[config.mk]
export PLATFORM = sky130hd
export DESIGN_NAME = cmbi_bus_master
export DESIGN_NICKNAME = d
export VERILOG_FILES = /design/src/rtl/cmbi_pkg.sv /design/src/rtl/cmbi_stream_if.sv /design/src/rtl/cmbi_bus_master.sv /design/src/rtl/cmbi_clk_div.sv /design/src/rtl/cmbi_fifo.sv
export VERILOG_INCLUDE_DIRS = /design/src /design/src/rtl
export SDC_FILE = /design/constraint.sdc
export NUM_CORES = 1
export LEC_CHECK = 0
export BUFFER_PORTS_ARGS = -buffer_cell sky130_fd_sc_hd__buf_2
export CORE_UTILIZATION = 55
export DETAILED_ROUTE_END_ITERATION = 10
export PLACE_DENSITY = 0.81
export SYNTH_ARGS = -nofsm -noshare
export SYNTH_HDL_FRONTEND = slang
export SYNTH_HIERARCHICAL = 1
export SYNTH_SLANG_ARGS = --single-unit
export TNS_END_PERCENT = 30
[constraint.sdc]
create_clock -name clk -period 2.31 [get_ports clk]
set_clock_uncertainty 0.15 [all_clocks]
set_input_delay 0.231 -clock clk [delete_from_list [all_inputs] [get_ports clk]]
set_output_delay 0.231 -clock clk [all_outputs]
set_load 0.02 [all_outputs]
[src/rtl/cmbi_map.svh]
`ifndef CMBI_MAP_SVH
`define CMBI_MAP_SVH

// Address space and byte widths
`define CMBI_ADDR_W 16
`define CMBI_BYTE_W 8
`define CMBI_HI_LSB 8

// Crystal to processor clock ratio
`define CMBI_CLK_DIV 2

// Request queue depth
`define CMBI_FIFO_DEPTH 16

// Cycle status codes, high bit then low bit
`define CMBI_STAT_IDLE 2'h0
`define CMBI_STAT_WRITE 2'h1
`define CMBI_STAT_READ 2'h2
`define CMBI_STAT_HALT 2'h0

// Reset values of pin registers
`define CMBI_RST_ADDR 8'h00
`define CMBI_RST_STROBE 1'h1
`define CMBI_RST_OE 1'h0

`endif

[src/rtl/cmbi_pkg.sv]
package cmbi_pkg;

    typedef enum logic [3:0] {
        ST_IDLE,
        ST_T1,
        ST_T2,
        ST_TW,
        ST_T3,
        ST_HOLD_ACK,
        ST_HOLD,
        ST_REGAIN,
        ST_HALT,
        ST_PDOWN
    } cmbi_phase_type;

    typedef struct packed {
        logic write;
        logic io;
        logic [15:0] addr;
        logic [7:0] wdata;
    } cmbi_req_type;

endpackage

[src/rtl/cmbi_stream_if.sv]
interface cmbi_stream_if #(parameter int WIDTH = 26);
    logic valid;
    logic ready;
    logic [WIDTH-1:0] data;
    modport src (output valid, output data, input ready);
    modport snk (input valid, input data, output ready);
endinterface

[src/rtl/cmbi_bus_master.sv]
// How it works
// Upper address byte driven on its own pins, floated in hold, halt, reset.
// Low address byte driven on shared lines during first state of each cycle.
// Shared lines carry data in second and third states; we drive on writes.
// Latch strobe pulses in first state; its fall marks address capture.
// Outside logic may latch status on the latch strobe's falling edge.
// Latch strobe is always driven, never floated.
// Select and status lines set at cycle start, stable to cycle end.
// High status bit tells read from write before any strobe asserts.
// Read strobe low asks for data; floated in hold, halt, reset.
// Write strobe low with data; data still valid when it rises.
// Addressed party holds ready high when it can finish, low otherwise.
// Ready low inserts whole wait states until it returns high.
// Bus request lets the current transfer finish, then buses are released.
// Queued requests keep being accepted while the bus is granted away.
// Bus is not retaken until the request input drops.
// On grant: address, data, strobes and select lines float.
// Halt plus grant forms power-down, entered and left by the request input.
// Full address is sixteen bits, covering 64K bytes.
// Grant ack asserted, bus freed next state; retaken half state after ack drops.
// Processor clock and clock output are the crystal clock divided by two.
// Reset clears ack, leaves power-down and floats buses and control lines.
// Strobes held high outside the data phase while we own the bus.
`include "cmbi_map.svh"

module cmbi_bus_master (
    input wire logic clk,
    input wire logic resetn,
    input wire logic req_valid,
    input wire cmbi_pkg::cmbi_req_type req_word,
    output logic req_ready,
    output logic rsp_valid,
    output logic [`CMBI_BYTE_W-1:0] rsp_rdata,
    input wire logic halt_req,
    output logic clk_out,
    output logic [`CMBI_BYTE_W-1:0] upper_address_byte_o,
    output logic upper_address_byte_oe,
    input wire logic [`CMBI_BYTE_W-1:0] shared_low_addr_data_i,
    output logic [`CMBI_BYTE_W-1:0] shared_low_addr_data_o,
    output logic shared_low_addr_data_oe,
    output logic ale,
    output logic cycle_status_low,
    output logic cycle_status_high,
    output logic io_m_sel_o,
    output logic io_m_sel_oe,
    output logic rd_n_o,
    output logic rd_n_oe,
    output logic wr_n_o,
    output logic wr_n_oe,
    input wire logic ready,
    input wire logic hold,
    output logic bus_grant_ack,
    output logic power_down
);
    import cmbi_pkg::*;

    localparam int REQ_W = $bits(cmbi_req_type);

    typedef struct packed {
        cmbi_phase_type st;
        cmbi_req_type cur;
        logic [`CMBI_BYTE_W-1:0] hi_addr;
        logic hi_oe;
        logic [`CMBI_BYTE_W-1:0] lo_out;
        logic lo_oe;
        logic ale;
        logic [1:0] stat;
        logic io_m;
        logic io_m_oe;
        logic rd_n;
        logic rd_oe;
        logic wr_n;
        logic wr_oe;
        logic ack;
        logic pdown;
        logic rsp_valid;
        logic [`CMBI_BYTE_W-1:0] rsp_data;
    } cmbi_state_type;

    cmbi_state_type q;
    cmbi_state_type d;
    logic t_end;
    logic take_next;
    cmbi_req_type head;

    cmbi_stream_if #(.WIDTH(REQ_W)) q_in ();
    cmbi_stream_if #(.WIDTH(REQ_W)) q_out ();

    // Queue stays open while the bus is away so internal work goes on
    assign q_in.valid = req_valid;
    assign q_in.data = req_word;
    assign req_ready = q_in.ready;
    assign head = cmbi_req_type'(q_out.data);

    cmbi_fifo #(
        .WIDTH(REQ_W),
        .DEPTH(`CMBI_FIFO_DEPTH)
    ) cmbi_fifo_inst (
        .clk(clk),
        .resetn(resetn),
        .in_s(q_in),
        .out_s(q_out)
    );

    cmbi_clk_div cmbi_clk_div_inst (
        .clk(clk),
        .resetn(resetn),
        .clk_out(clk_out),
        .t_end(t_end)
    );

    // A new cycle may start only at a state boundary with no pending request
    assign take_next = t_end && (q.st == ST_IDLE || q.st == ST_T3) && !hold;
    assign q_out.ready = take_next && !halt_req;

    always_comb begin
        d = q;
        d.rsp_valid = 1'b0;
        if (t_end) begin
            case (q.st)
                ST_IDLE, ST_T3: begin
                    if (q.st == ST_T3) begin
                        d.rd_n = 1'b1;
                        d.wr_n = 1'b1;
                        d.lo_oe = 1'b0;
                        if (!q.cur.write) begin
                            d.rsp_valid = 1'b1;
                            d.rsp_data = shared_low_addr_data_i;
                        end
                    end
                    if (hold) begin
                        // Transfer done, acknowledge; shared lines already float, other pins stay driven one more state
                        d.st = ST_HOLD_ACK;
                        d.ack = 1'b1;
                        d.stat = `CMBI_STAT_IDLE;
                    end else if (q_out.valid && !halt_req) begin
                        d.st = ST_T1;
                        d.cur = head;
                        d.hi_addr = head.addr[`CMBI_ADDR_W-1:`CMBI_HI_LSB];
                        d.hi_oe = 1'b1;
                        d.lo_out = head.addr[`CMBI_HI_LSB-1:0];
                        d.lo_oe = 1'b1;
                        d.ale = 1'b1;
                        d.io_m = head.io;
                        d.io_m_oe = 1'b1;
                        d.stat = head.write ? `CMBI_STAT_WRITE : `CMBI_STAT_READ;
                    end else if (halt_req) begin
                        d.st = ST_HALT;
                        d.hi_oe = 1'b0;
                        d.lo_oe = 1'b0;
                        d.rd_oe = 1'b0;
                        d.wr_oe = 1'b0;
                        d.io_m_oe = 1'b0;
                        d.stat = `CMBI_STAT_HALT;
                    end else begin
                        d.st = ST_IDLE;
                        d.stat = `CMBI_STAT_IDLE;
                    end
                end
                ST_T1: begin
                    d.st = ST_T2;
                    if (q.cur.write) begin
                        d.lo_out = q.cur.wdata;
                        d.lo_oe = 1'b1;
                        d.wr_n = 1'b0;
                    end else begin
                        d.lo_oe = 1'b0;
                        d.rd_n = 1'b0;
                    end
                end
                ST_T2, ST_TW: begin
                    d.st = ready ? ST_T3 : ST_TW;
                end
                ST_HOLD_ACK: begin
                    d.st = ST_HOLD;
                    d.hi_oe = 1'b0;
                    d.lo_oe = 1'b0;
                    d.rd_oe = 1'b0;
                    d.wr_oe = 1'b0;
                    d.io_m_oe = 1'b0;
                end
                ST_HOLD: begin
                    if (!hold) begin
                        d.st = ST_REGAIN;
                        d.ack = 1'b0;
                    end
                end
                ST_HALT: begin
                    if (hold) begin
                        d.st = ST_PDOWN;
                        d.ack = 1'b1;
                        d.pdown = 1'b1;
                    end else if (!halt_req) begin
                        d.st = ST_IDLE;
                        d.hi_oe = 1'b1;
                        d.rd_oe = 1'b1;
                        d.wr_oe = 1'b1;
                        d.io_m_oe = 1'b1;
                        d.rd_n = 1'b1;
                        d.wr_n = 1'b1;
                        d.stat = `CMBI_STAT_IDLE;
                    end
                end
                ST_PDOWN: begin
                    if (!hold) begin
                        d.st = ST_HALT;
                        d.ack = 1'b0;
                        d.pdown = 1'b0;
                    end
                end
                default: begin
                end
            endcase
        end else begin
            case (q.st)
                ST_T1: begin
                    d.ale = 1'b0;
                end
                ST_T3: begin
                    // Strobe rises mid-state while write data is still driven
                    if (q.cur.write) begin
                        d.wr_n = 1'b1;
                    end
                end
                ST_REGAIN: begin
                    d.st = ST_IDLE;
                    d.hi_oe = 1'b1;
                    d.rd_oe = 1'b1;
                    d.wr_oe = 1'b1;
                    d.io_m_oe = 1'b1;
                    d.rd_n = 1'b1;
                    d.wr_n = 1'b1;
                end
                default: begin
                end
            endcase
        end
    end

    always_ff @(posedge clk or negedge resetn) begin
        if (!resetn) begin
            q <= '0;
            q.st <= ST_REGAIN;
            q.hi_addr <= `CMBI_RST_ADDR;
            q.hi_oe <= `CMBI_RST_OE;
            q.lo_oe <= `CMBI_RST_OE;
            q.io_m_oe <= `CMBI_RST_OE;
            q.rd_oe <= `CMBI_RST_OE;
            q.wr_oe <= `CMBI_RST_OE;
            q.rd_n <= `CMBI_RST_STROBE;
            q.wr_n <= `CMBI_RST_STROBE;
            q.ack <= 1'b0;
            q.pdown <= 1'b0;
        end else begin
            q <= d;
        end
    end

    assign upper_address_byte_o = q.hi_addr;
    assign upper_address_byte_oe = q.hi_oe;
    assign shared_low_addr_data_o = q.lo_out;
    assign shared_low_addr_data_oe = q.lo_oe;
    assign ale = q.ale;
    assign cycle_status_low = q.stat[0];
    assign cycle_status_high = q.stat[1];
    assign io_m_sel_o = q.io_m;
    assign io_m_sel_oe = q.io_m_oe;
    assign rd_n_o = q.rd_n;
    assign rd_n_oe = q.rd_oe;
    assign wr_n_o = q.wr_n;
    assign wr_n_oe = q.wr_oe;
    assign bus_grant_ack = q.ack;
    assign power_down = q.pdown;
    assign rsp_valid = q.rsp_valid;
    assign rsp_rdata = q.rsp_data;
endmodule // cmbi_bus_master

[src/rtl/cmbi_clk_div.sv]
`include "cmbi_map.svh"

module cmbi_clk_div (
    input wire logic clk,
    input wire logic resetn,
    output logic clk_out,
    output logic t_end
);
    typedef struct packed {
        logic phase;
        logic clk_out;
    } cmbi_div_state_type;

    cmbi_div_state_type q;
    cmbi_div_state_type d;

    // Two crystal edges per processor clock state
    always_comb begin
        d = q;
        d.phase = ~q.phase;
        d.clk_out = q.phase;
    end

    always_ff @(posedge clk or negedge resetn) begin
        if (!resetn) begin
            q <= '0;
        end else begin
            q <= d;
        end
    end

    assign clk_out = q.clk_out;
    assign t_end = q.phase;
endmodule // cmbi_clk_div

[src/rtl/cmbi_fifo.sv]
module cmbi_fifo #(
    parameter int WIDTH = 26,
    parameter int DEPTH = 16
) (
    input wire logic clk,
    input wire logic resetn,
    cmbi_stream_if.snk in_s,
    cmbi_stream_if.src out_s
);
    localparam int AW = $clog2(DEPTH);

    typedef struct packed {
        logic [DEPTH-1:0][WIDTH-1:0] mem;
        logic [AW-1:0] wp;
        logic [AW-1:0] rp;
        logic [AW:0] cnt;
        logic full;
        logic empty;
        logic room;
    } cmbi_fifo_state_type;

    cmbi_fifo_state_type q;
    cmbi_fifo_state_type d;
    logic push;
    logic pop;

    always_comb begin
        push = in_s.valid && !q.full;
        pop = out_s.ready && !q.empty;
        d = q;
        if (push) begin
            d.mem[q.wp] = in_s.data;
            d.wp = (q.wp == AW'(DEPTH - 1)) ? '0 : q.wp + 1'b1;
        end
        if (pop) begin
            d.rp = (q.rp == AW'(DEPTH - 1)) ? '0 : q.rp + 1'b1;
        end
        if (push && !pop) begin
            d.cnt = q.cnt + 1'b1;
        end else if (pop && !push) begin
            d.cnt = q.cnt - 1'b1;
        end
        d.full = (d.cnt == (AW + 1)'(DEPTH));
        d.empty = (d.cnt == '0);
        // Registered copy of not-full so the ready output comes from a flop
        d.room = !d.full;
    end

    always_ff @(posedge clk or negedge resetn) begin
        if (!resetn) begin
            q <= '0;
            q.empty <= 1'b1;
            q.room <= 1'b1;
        end else begin
            q <= d;
        end
    end

    assign in_s.ready = q.room;
    assign out_s.valid = !q.empty;
    assign out_s.data = q.mem[q.rp];
endmodule // cmbi_fifo

### Word level (Yosys, flattened, before mapping)

Cells that the tools add are included.

| storage, ports and cells | value |
|---|---|
| flip-flop bits (word level) | 485 |
| word-level logic and storage cells | 208 |
| output and inout port bits | 40 |

| cells by class | value |
|---|---|
| bitwise logic cells | 3 |
| $add $sub $neg | 4 |
| magnitude comparators | 3 |
| multiplexer cells | 73 |
| reduce and logical (&&, ||, !) cells | 42 |
| equality and inequality tests | 40 |

Operators by type and width:

| cell | number |
|---|---|
| $bwmux W416 | 1 |
| $bmux W26 S4 | 1 |
| $demux W26 S4 | 1 |
| $mux W26 | 2 |
| $mux W4 | 11 |
| $mux W9 | 4 |
| $ne A3 B3 Y1 const B | 10 |
| $pmux W4 S7 | 1 |
| $mux W5 | 5 |
| $ne A2 B2 Y1 const B | 12 |
| $mux W1 | 23 |
| $pmux W1 S3 | 7 |
| $reduce_and A4 Y1 | 5 |
| $reduce_and A6 Y1 | 3 |
| $eq A4 B3 Y1 const B | 4 |
| $eq A4 B4 Y1 const B | 4 |
| $mux W8 | 2 |
| $ne A4 B4 Y1 const B | 4 |
| $pmux W8 S2 | 1 |
| $mux W2 | 7 |
| $reduce_and A7 Y1 | 2 |
| $mux W11 | 1 |
| $lt A4 B5 Y1 const B | 2 |
| $reduce_and A5 Y1 | 2 |
| 24 further kinds | 50 |

### Depth between registers and ports, before layout

Gate-level depths: netlist of the first run.

| depth | value |
|---|---|
| word-level depth | 11 |
| gate-level depth with buffers | 10 |
| gate-level depth less buffers | 8 |

### By module

Netlist of the first run, hierarchy kept.

Modules (own cells, without submodules):

| module | area each (um^2) | times used | cells each |
|---|---|---|---|
| cmbi_fifo | 19407.4 | 1 | 1225 |
| cmbi_bus_master | 2862.7 | 1 | 267 |
| cmbi_clk_div | 53.8 | 1 | 3 |

### Least setup slack after synthesis of the first run

OpenSTA, ideal clock, no wires.

| timing path | value |
|---|---|
| path type | register to register |
| from | register cmbi_fifo_inst/q[8] (netlist name) |
| to | register q, in the netlist cycle_status_high |
| setup slack | -248 ps |
| clock period less this slack | 2558 ps |
| setup time | 83 ps |
| data required time | 2077 ps |
| buffers on the path | 3 |
| stages on the path, launching flop included | 9 |
| arrival | 2324 ps |
| cells stage by stage | dfrtp_1 buf_2 buf_4 buf_2 mux4_2 a22oi_1 nand2_1 or4_1 o21ai_0 |

RTL lines:

| element | line | RTL |
|---|---|---|
| from (decl) | cmbi_fifo.sv:22 | `cmbi_fifo_state_type q;` |
| to (decl) | cmbi_bus_master.sv:80 | `cmbi_state_type q;` |

==> results by group, run 1 <==
Yosys
  • Synth unique cells: 73
  • Synth Register Bits: approximately 480
  • EDFF count, synth: 0
  • Mean area per synthesized cell: roughly 15 µm²
  • Ys Warns: 6
  • Synthesized area: 0.0223 mm²
  • Sequential fraction of the synthesis area: 54.3%
  • Asr flop ratio synth: 100%
  • Main synth FF type: dfrtp_1
  • Synthesized instance count: 1,495
  • Syn Nets: between 1.5k and 2k

Critical path
  • WP data required: roughly 2.7 ns
  • Crit. End Element: register
  • Crit path max fanout: 4
  • Startpoint types: register
  • WS Path Type: reg -> reg
  • Crit path DAT: 2.77 ns
  • Reg2reg setup slack: -0.09 ns

Layout
  • FILL cells: approximately 2.5k
  • Final Instance Area: around 0.026 mm²
  • Share of layout cells above drive strength 1: between 50% and 60%
  • Final net count: 1,679
  • Final Non-Filler Cells: 2,198
  • Area of the multi-input gates: 0.00965 mm²
  • Register Area: approximately 0.012 mm²
  • Area Overhead vs Synth: 18.6%

Run status
  • Status: finished, violations left
  • Violated checks: negative setup slack

Detailed routing
  • DRT iter0 DRCs: 1,324
  • Routed WL: ~56,000 µm
  • # DRC: 0
  • Antenna viol nets, final: 0
  • Post-DR wirelength/cell: between 20 and 30 µm
  • DR vias/cell: roughly 6.3
  • Via count: around 14k
  • Initial DRT Pass Iterations: 5

Timing
  • Slew @ Worst Pin: a little over 0.7 ns
  • Max Slew Vio Count: 0
  • RSZ-0062 raised after global routing: yes
  • Max_slew headroom: 52.7%
  • Period minus WS final: ~2.4 ns
  • Final setup vio count: 7
  • Final hold vios: 0
  • Final worst setup slack: -0.0922 ns
  • Maximum clock rate: 0.416 GHz
  • Final period util: 104%

Power
  • Worst vdd ir: 0.000640 V
  • Sw frac: approximately a third
  • Logic pwr share: around two fifths
  • Net switching power: 12,100 µW
  • Pwr dens: about 1400 mW/mm²
  • P_leak: ~0.012 µW
  • Total Power: ~38,000 µW
  • Seq pwr share: 39.4%
  • Clk network pwr share: 21.0%
  • Int Pwr: around 25,000 µW

Floorplanning
  • Starting Density: between 50% and 60%
  • Die Wd: around 200 µm
  • Area of the die: ~0.041 mm²
  • Row count: 73
  • Core footprint: approximately 0.04 mm²
  • IO Count: 80
  • Die height: 203 µm

Place
  • Placed instance area: ~0.024 mm²
  • IO buf count: 79
  • Placed Cells: 2,048
  • Placer congestion estimate: just under 0.9
  • DP HPWL: roughly 33,000 µm

GRT
  • Vias in the first global route: ~15k
  • First-pass GRT wire length: 87,700 µm
  • Initial antenna violation count: 3
  • Grt ovf: 0
  • Largest net degree at the start of global routing: 73
  • GR Util All Layers: ~28%

CTS
  • Clock transition at the registers of the reported paths: ~0.060 ns
  • Clk_lat worst skew: ~0.59 ns
  • Max Buffers Root-to-Sink: 3
  • CTS tree: done
  • CTS H-tree lvls: 2
  • Total CTS buffers: just under 50
  • Clock Sinks: around 480
  • Root buffer cell: clkbuf_16

Job
  • Max_cap viols: 0

Hold path
  • Hold WC Path Type: in -> async
## critical path, stage by stage (launching register included)
cell,delay (ns)
dfstp_2,0.37
or4b_4,0.55
nor3_4,0.16
nand2b_1,0.10
or4_4,0.45
o22ai_4,0.18
xor2_2,0.21
and3_1,0.19
## through the flow
stage	utilization [%]	hold WS, ns	TNS [ns]	worst slack, ns
after floorplan	-	-0.215	-0.565	-0.161
after global placement	60.0	0.0655	-0.0559	-0.0507
after detailed placement	60.0	0.0571	-0.374	-0.0952
after CTS	65.4	0.0503	-0.210	-0.0955
after global routing	66.3	0.0706	-1.27	-0.205
final	66.3	0.0321	-0.270	-0.0922
## cell families after synthesis
kind of cell | after synthesis | share of synthesized area (%)
AOI/OAI and AO/OA | 126 | 3.97
xor gates and xnor gates | 6 | 0.269
adders and majority gates | 7 | 0.392
buffers and inverters | 166 | 3.71
DFF | 484 | 54.3
muxes | 559 | 33.5
and+or+nand+nor | 147 | 3.86
## cells in the mapped netlist (11+ instances only)
| master | n | share of area (%) |
|---|---|---|
| a22oi_1 | 52 | 1.7 |
| o21ai_0 | 16 | 0.36 |
| clkbuf_1 | 58 | 0.98 |
| nor3b_1 | 11 | 0.37 |
| nand2b_1 | 11 | 0.31 |
| dfrtp_1 | 477 | 53 |
| inv_1 | 23 | 0.39 |
| mux2_2 | 431 | 22 |
| buf_2 | 47 | 1.1 |
| mux2i_1 | 13 | 0.58 |
| a21oi_1 | 23 | 0.52 |
| nand2_1 | 46 | 0.77 |
| nor2_1 | 11 | 0.18 |
| mux4_2 | 104 | 10 |
| nor2_2 | 12 | 0.34 |
| buf_4 | 28 | 0.94 |
## flip-flops by register name, summed over array words and instances (netlist names), 8 cells and up
register and flops:
cmbi_fifo_inst/q 431, shared_low_addr_data_o 8, upper_address_byte_o 8, rsp_rdata 8, q 13
## power groups by stage
| stage | Clock [µW] | Combinational, µW | Sequential [µW] |
|---|---|---|---|
| 3_3_place_gp | 0 | 13000 | 14500 |
| 4_1_cts | 7960 | 14100 | 14700 |
| 2_1_floorplan | 0 | 10400 | 14000 |
| 6_report | 7880 | 14900 | 14800 |
| 3_5_place_dp | 0 | 13500 | 14800 |
| 5_1_grt | 8310 | 15800 | 15200 |
## worst paths after layout
| kind | cells past startpoint | from | endpoint |
|---|---|---|---|
| max | 7 | q[65] | cmbi_fifo_inst/q[2] |
| min | 2 | resetn | cmbi_fifo_inst/q[364] |
| max reg2reg | 7 | q[65] | cmbi_fifo_inst/q[2] |
| min reg2reg | 1 | cmbi_fifo_inst/q[161] | cmbi_fifo_inst/q[161] |
| max in group asynchronous | 4 | resetn | cmbi_fifo_inst/q[1] |
| min in group clk | 3 | shared_low_addr_data_i[5] | rsp_rdata[5] |
## cell type report
cell class	instances	share of cell area [%]
antenna	2	0.0189
clock buffer	78	5.57
clock inverter	12	0.463
inverter	23	0.326
multi-input combinational	845	36.5
sequential	484	45.8
tap	525	2.48
timing repair buffer	229	8.87
## placed cells by master, fill, tap and decap left out, types with 6 or more instances in the layout
cell	count
nand2_2	6
clkinv_2	6
nor2_1	10
nor2b_1	7
clkbuf_8	14
buf_4	55
nor2_4	12
nand2b_1	11
buf_12	44
mux2i_1	13
o21ai_0	15
dfrtp_1	475
buf_2	78
dlygate4sd3_1	39
a22oi_1	19
nand2_1	41
inv_1	23
ha_1	7
dfstp_2	7
a22oi_2	33
clkbuf_16	52
nor3_1	6
mux2_4	9
nor3b_1	9
a21oi_1	21
mux2_2	430
clkbuf_1	15
mux4_2	104
## routing by layer
| layer | GRT usage, % | wire [µm] |
|---|---|---|
| met5 | 0 | 15 |
| met4 | 8.78 | 1390 |
| met3 | 4.71 | 3630 |
| met2 | 45.0 | 27800 |
| met1 | 38.7 | 23500 |
## timing repair
action	4_1_cts	5_1_grt
buffers inserted	8	6
hold endpoints to repair	808	0
setup endpoints to repair	21	34
hold buffers	39	0
cloned	2	3
pin swaps	3	18
gates resized for setup	8	48
No activity file was read; power rests on OpenSTA's default activity.
==> inputs of run 2 (changes only) <==
==> constraint.sdc (replaced) <==
create_clock -name clk -period 2.2 [get_ports clk]
set_clock_uncertainty 0.15 [all_clocks]
set_input_delay 0.22 -clock clk [delete_from_list [all_inputs] [get_ports clk]]
set_output_delay 0.22 -clock clk [all_outputs]
set_load 0.02 [all_outputs]
==> results by group, run 2 (synthesized netlist as in run 1, its figures left out) <==
Critical path
  • Slowest-stage cell, CP: or4b_4
  • Critical path cell sequence: or4b_4 > nor3_4 > nand2b_1 > or4_4 > o22ai_4 > xor2_2 > and3_1
  • R2R cell count: 7 (unchanged)
  • Crit path DAT: 2.84 ns (+0.07 ns)
  • Startpoint types: register
  • Worst Path Buf+Inv: 0 (unchanged)
  • WP depth: 7 (unchanged)
  • WS Path Type: reg -> reg
  • Crit. End Element: register
  • RR Startpoint: q[65]
  • Crit path max fanout: 4 (unchanged)
  • Setup crit start: q[65]
  • WP data required: 2.57 ns (-0.11 ns)
  • Critical R2R Capture: cmbi_fifo_inst/q[2]
  • Max incr delay on CP: 0.55 ns (about the same)
  • CP Capture Point: cmbi_fifo_inst/q[2]
  • Crit-path leading delay family: simple AND/OR/NAND/NOR gates
  • Reg2reg setup slack: -0.27 ns (-0.18 ns)

Power
  • Net switching power: 12,600 µW (+4.1%)
  • Pwr dens: 1490 mW/mm² (+4.9%)
  • Sw frac: 32.1% (-0.21 points)
  • P_leak: 0.0116 µW (-0.28%)
  • Logic pwr share: 39.5% (about the same)
  • Worst vdd ir: 0.000911 V (+42%)
  • Seq pwr share: 39.5% (about the same)
  • Int Pwr: 26,700 µW (+5.1%)
  • Clk network pwr share: 20.9% (about the same)

GRT
  • Largest net degree at the start of global routing: 95 (+30%)
  • Vias in the first global route: 14.3k (-3.6%)
  • GR Util All Layers: 27.6% (-0.23 points)
  • Initial antenna violation count: 3 (unchanged)
  • First-pass GRT wire length: 85,800 µm (-2.2%)
  • Grt ovf: 0 (unchanged)

CTS
  • Clock transition at the registers of the reported paths: 0.06 ns (about the same)
  • Clock Sinks: 484 (unchanged)
  • Total CTS buffers: 49 (unchanged)
  • Clk_lat worst skew: 0.60 ns (about the same)
  • CTS tree: done
  • Max Buffers Root-to-Sink: 3 (unchanged)
  • CTS H-tree lvls: 2 (unchanged)
  • Root buffer cell: clkbuf_16

Layout
  • Biggest register: cmbi_fifo_inst/q
  • Area of the multi-input gates: 0.00974 mm² (+0.92%)
  • Register Area: 0.0121 mm² (unchanged)
  • Area Overhead vs Synth: 18.5% (about the same)
  • Biggest regs: cmbi_fifo_inst/q: 431 flops, q: 13 flops
  • Final Core Density: 66.3% (about the same)
  • Commonest cells after routing, fill and taps aside: 475 x dfrtp_1, 428 x mux2_2, 104 x mux4_2
  • Share of layout cells above drive strength 1: 54.2% (+0.80 points)
  • Final net count: 1,679 (unchanged)
  • FILL cells: 2,538 (+1.0%)
  • Final Instance Area: 0.0264 mm² (about the same)
  • Max FFs per register: 431 (unchanged)
  • Final Non-Filler Cells: 2,189 (-0.41%)
  • Leading cell type in the layout, fill and taps excluded: dfrtp_1

Floorplanning
  • Die Wd: 203 µm (unchanged)
  • Die height: 203 µm (unchanged)
  • Row count: 73 (unchanged)
  • Core footprint: 0.0399 mm² (unchanged)
  • Starting Density: 55.9% (unchanged)
  • Area of the die: 0.0414 mm² (unchanged)
  • IO Count: 80 (unchanged)

Timing
  • Max Slew Vio Count: 0 (unchanged)
  • Final setup vio count: 16 (+9)
  • Slew @ Worst Pin: 0.517 ns (-0.192 ns)
  • Final worst setup slack: -0.274 ns (-0.182 ns)
  • Max_slew headroom: 65.5% (+13 points)
  • Final hold vios: 0 (unchanged)
  • Fin Hold WS: 0.128 ns (+0.0954 ns)
  • Maximum clock rate: 0.404 GHz (-2.9%)
  • RSZ-0062 raised after global routing: yes
  • Final period util: 112% (+8.5 points)
  • Period minus WS final: 2.47 ns (+0.0717 ns)

Hold path
  • Hold WC Path Type: in -> async

Place
  • Placed Cells: 2,047 (-0.049%)
  • IO buf count: 79 (unchanged)
  • Placed instance area: 0.0238 mm² (-0.50%)
  • DP HPWL: 31,800 µm (-2.6%)
  • DP Worst Slack: -0.235 ns (-0.140 ns)
  • Placer congestion estimate: 0.817 (-7.0%)

Run status
  • Violated checks: negative setup slack
  • Status: finished, violations left

Detailed routing
  • Routed WL: 55,600 µm (-1.2%)
  • DRT iter0 DRCs: 959 (-28%)
  • Initial DRT Pass Iterations: 5 (unchanged)
  • Antenna viol nets, final: 0 (unchanged)
  • Via count: 13.6k (-0.86%)
  • # DRC: 0 (unchanged)
  • DR vias/cell: 6.23 (-0.45%)
  • Post-DR wirelength/cell: 25.4 µm (-0.81%)

Job
  • Max_cap viols: 0 (unchanged)
-- run 2: what timing repair did --
action                                  in CTS  in global routing
hold buffers                                40                  0
endpoints found under the setup margin      35                 47
gates resized for setup                     27                 63
pin swaps                                   13                 38
cloned                                       3                  2
hold endpoints to repair                   913                  0
setup buffers                                6                  8
-- run 2: how the worst min path moves through the flow --
stage                                      to  cells past startpoint  slack (ns)    from
floorplan                                 ale                      0       -0.23  resetn
global placement    cmbi_clk_div_inst/clk_out                      1       0.007  resetn
detailed placement              bus_grant_ack                      1        0.01  resetn
CTS                                    wr_n_o                      2        0.13  resetn
global route                           wr_n_o                      2        0.13  resetn
finish                                 wr_n_o                      2        0.13  resetn
-- run 2: worst register-to-register path: cells and delay by family (launching register included) --
family / cells / cell delay, ns
xor gates and xnor gates: 1 / 0.24
and+or+nand+nor: 5 / 1.48
DFF: 1 / 0.37
AOI/OAI and AO/OA: 1 / 0.18
-- run 2: cell type report --
cell class	count	area share, %
flip-flops and latches	484	45.9
multi-input cells	845	36.8
repair buffers	229	8.52
clock buffers	73	5.32
well taps	525	2.48
clock inverters	9	0.658
inverters	23	0.326
diodes	1	0.00946
-- run 2: per-layer routing --
metal | track usage (%) | routed length, µm
met5 | 0 | 18
met4 | 9.40 | 1580
met1 | 38.1 | 23400
met3 | 6.01 | 3680
met2 | 43.6 | 26900
-- run 2: through the flow --
stage / power (µW) / TNS [ns]
floorplan: 25500 / -1.27
global placement: 28700 / -1.38
detailed placement: 29600 / -2.01
CTS: 38700 / -0.965
global route: 41300 / -2.87
finish: 39400 / -1.36
-- run 2: power groups by stage --
| stage | Clock (µW) | Combinational [µW] | Sequential (µW) |
|---|---|---|---|
| 3_3_place_gp | 0 | 13500 | 15200 |
| 3_5_place_dp | 0 | 14100 | 15500 |
| 2_1_floorplan | 0 | 10900 | 14600 |
| 4_1_cts | 8340 | 14900 | 15400 |
| 5_1_grt | 8730 | 16500 | 16000 |
| 6_report | 8240 | 15600 | 15600 |
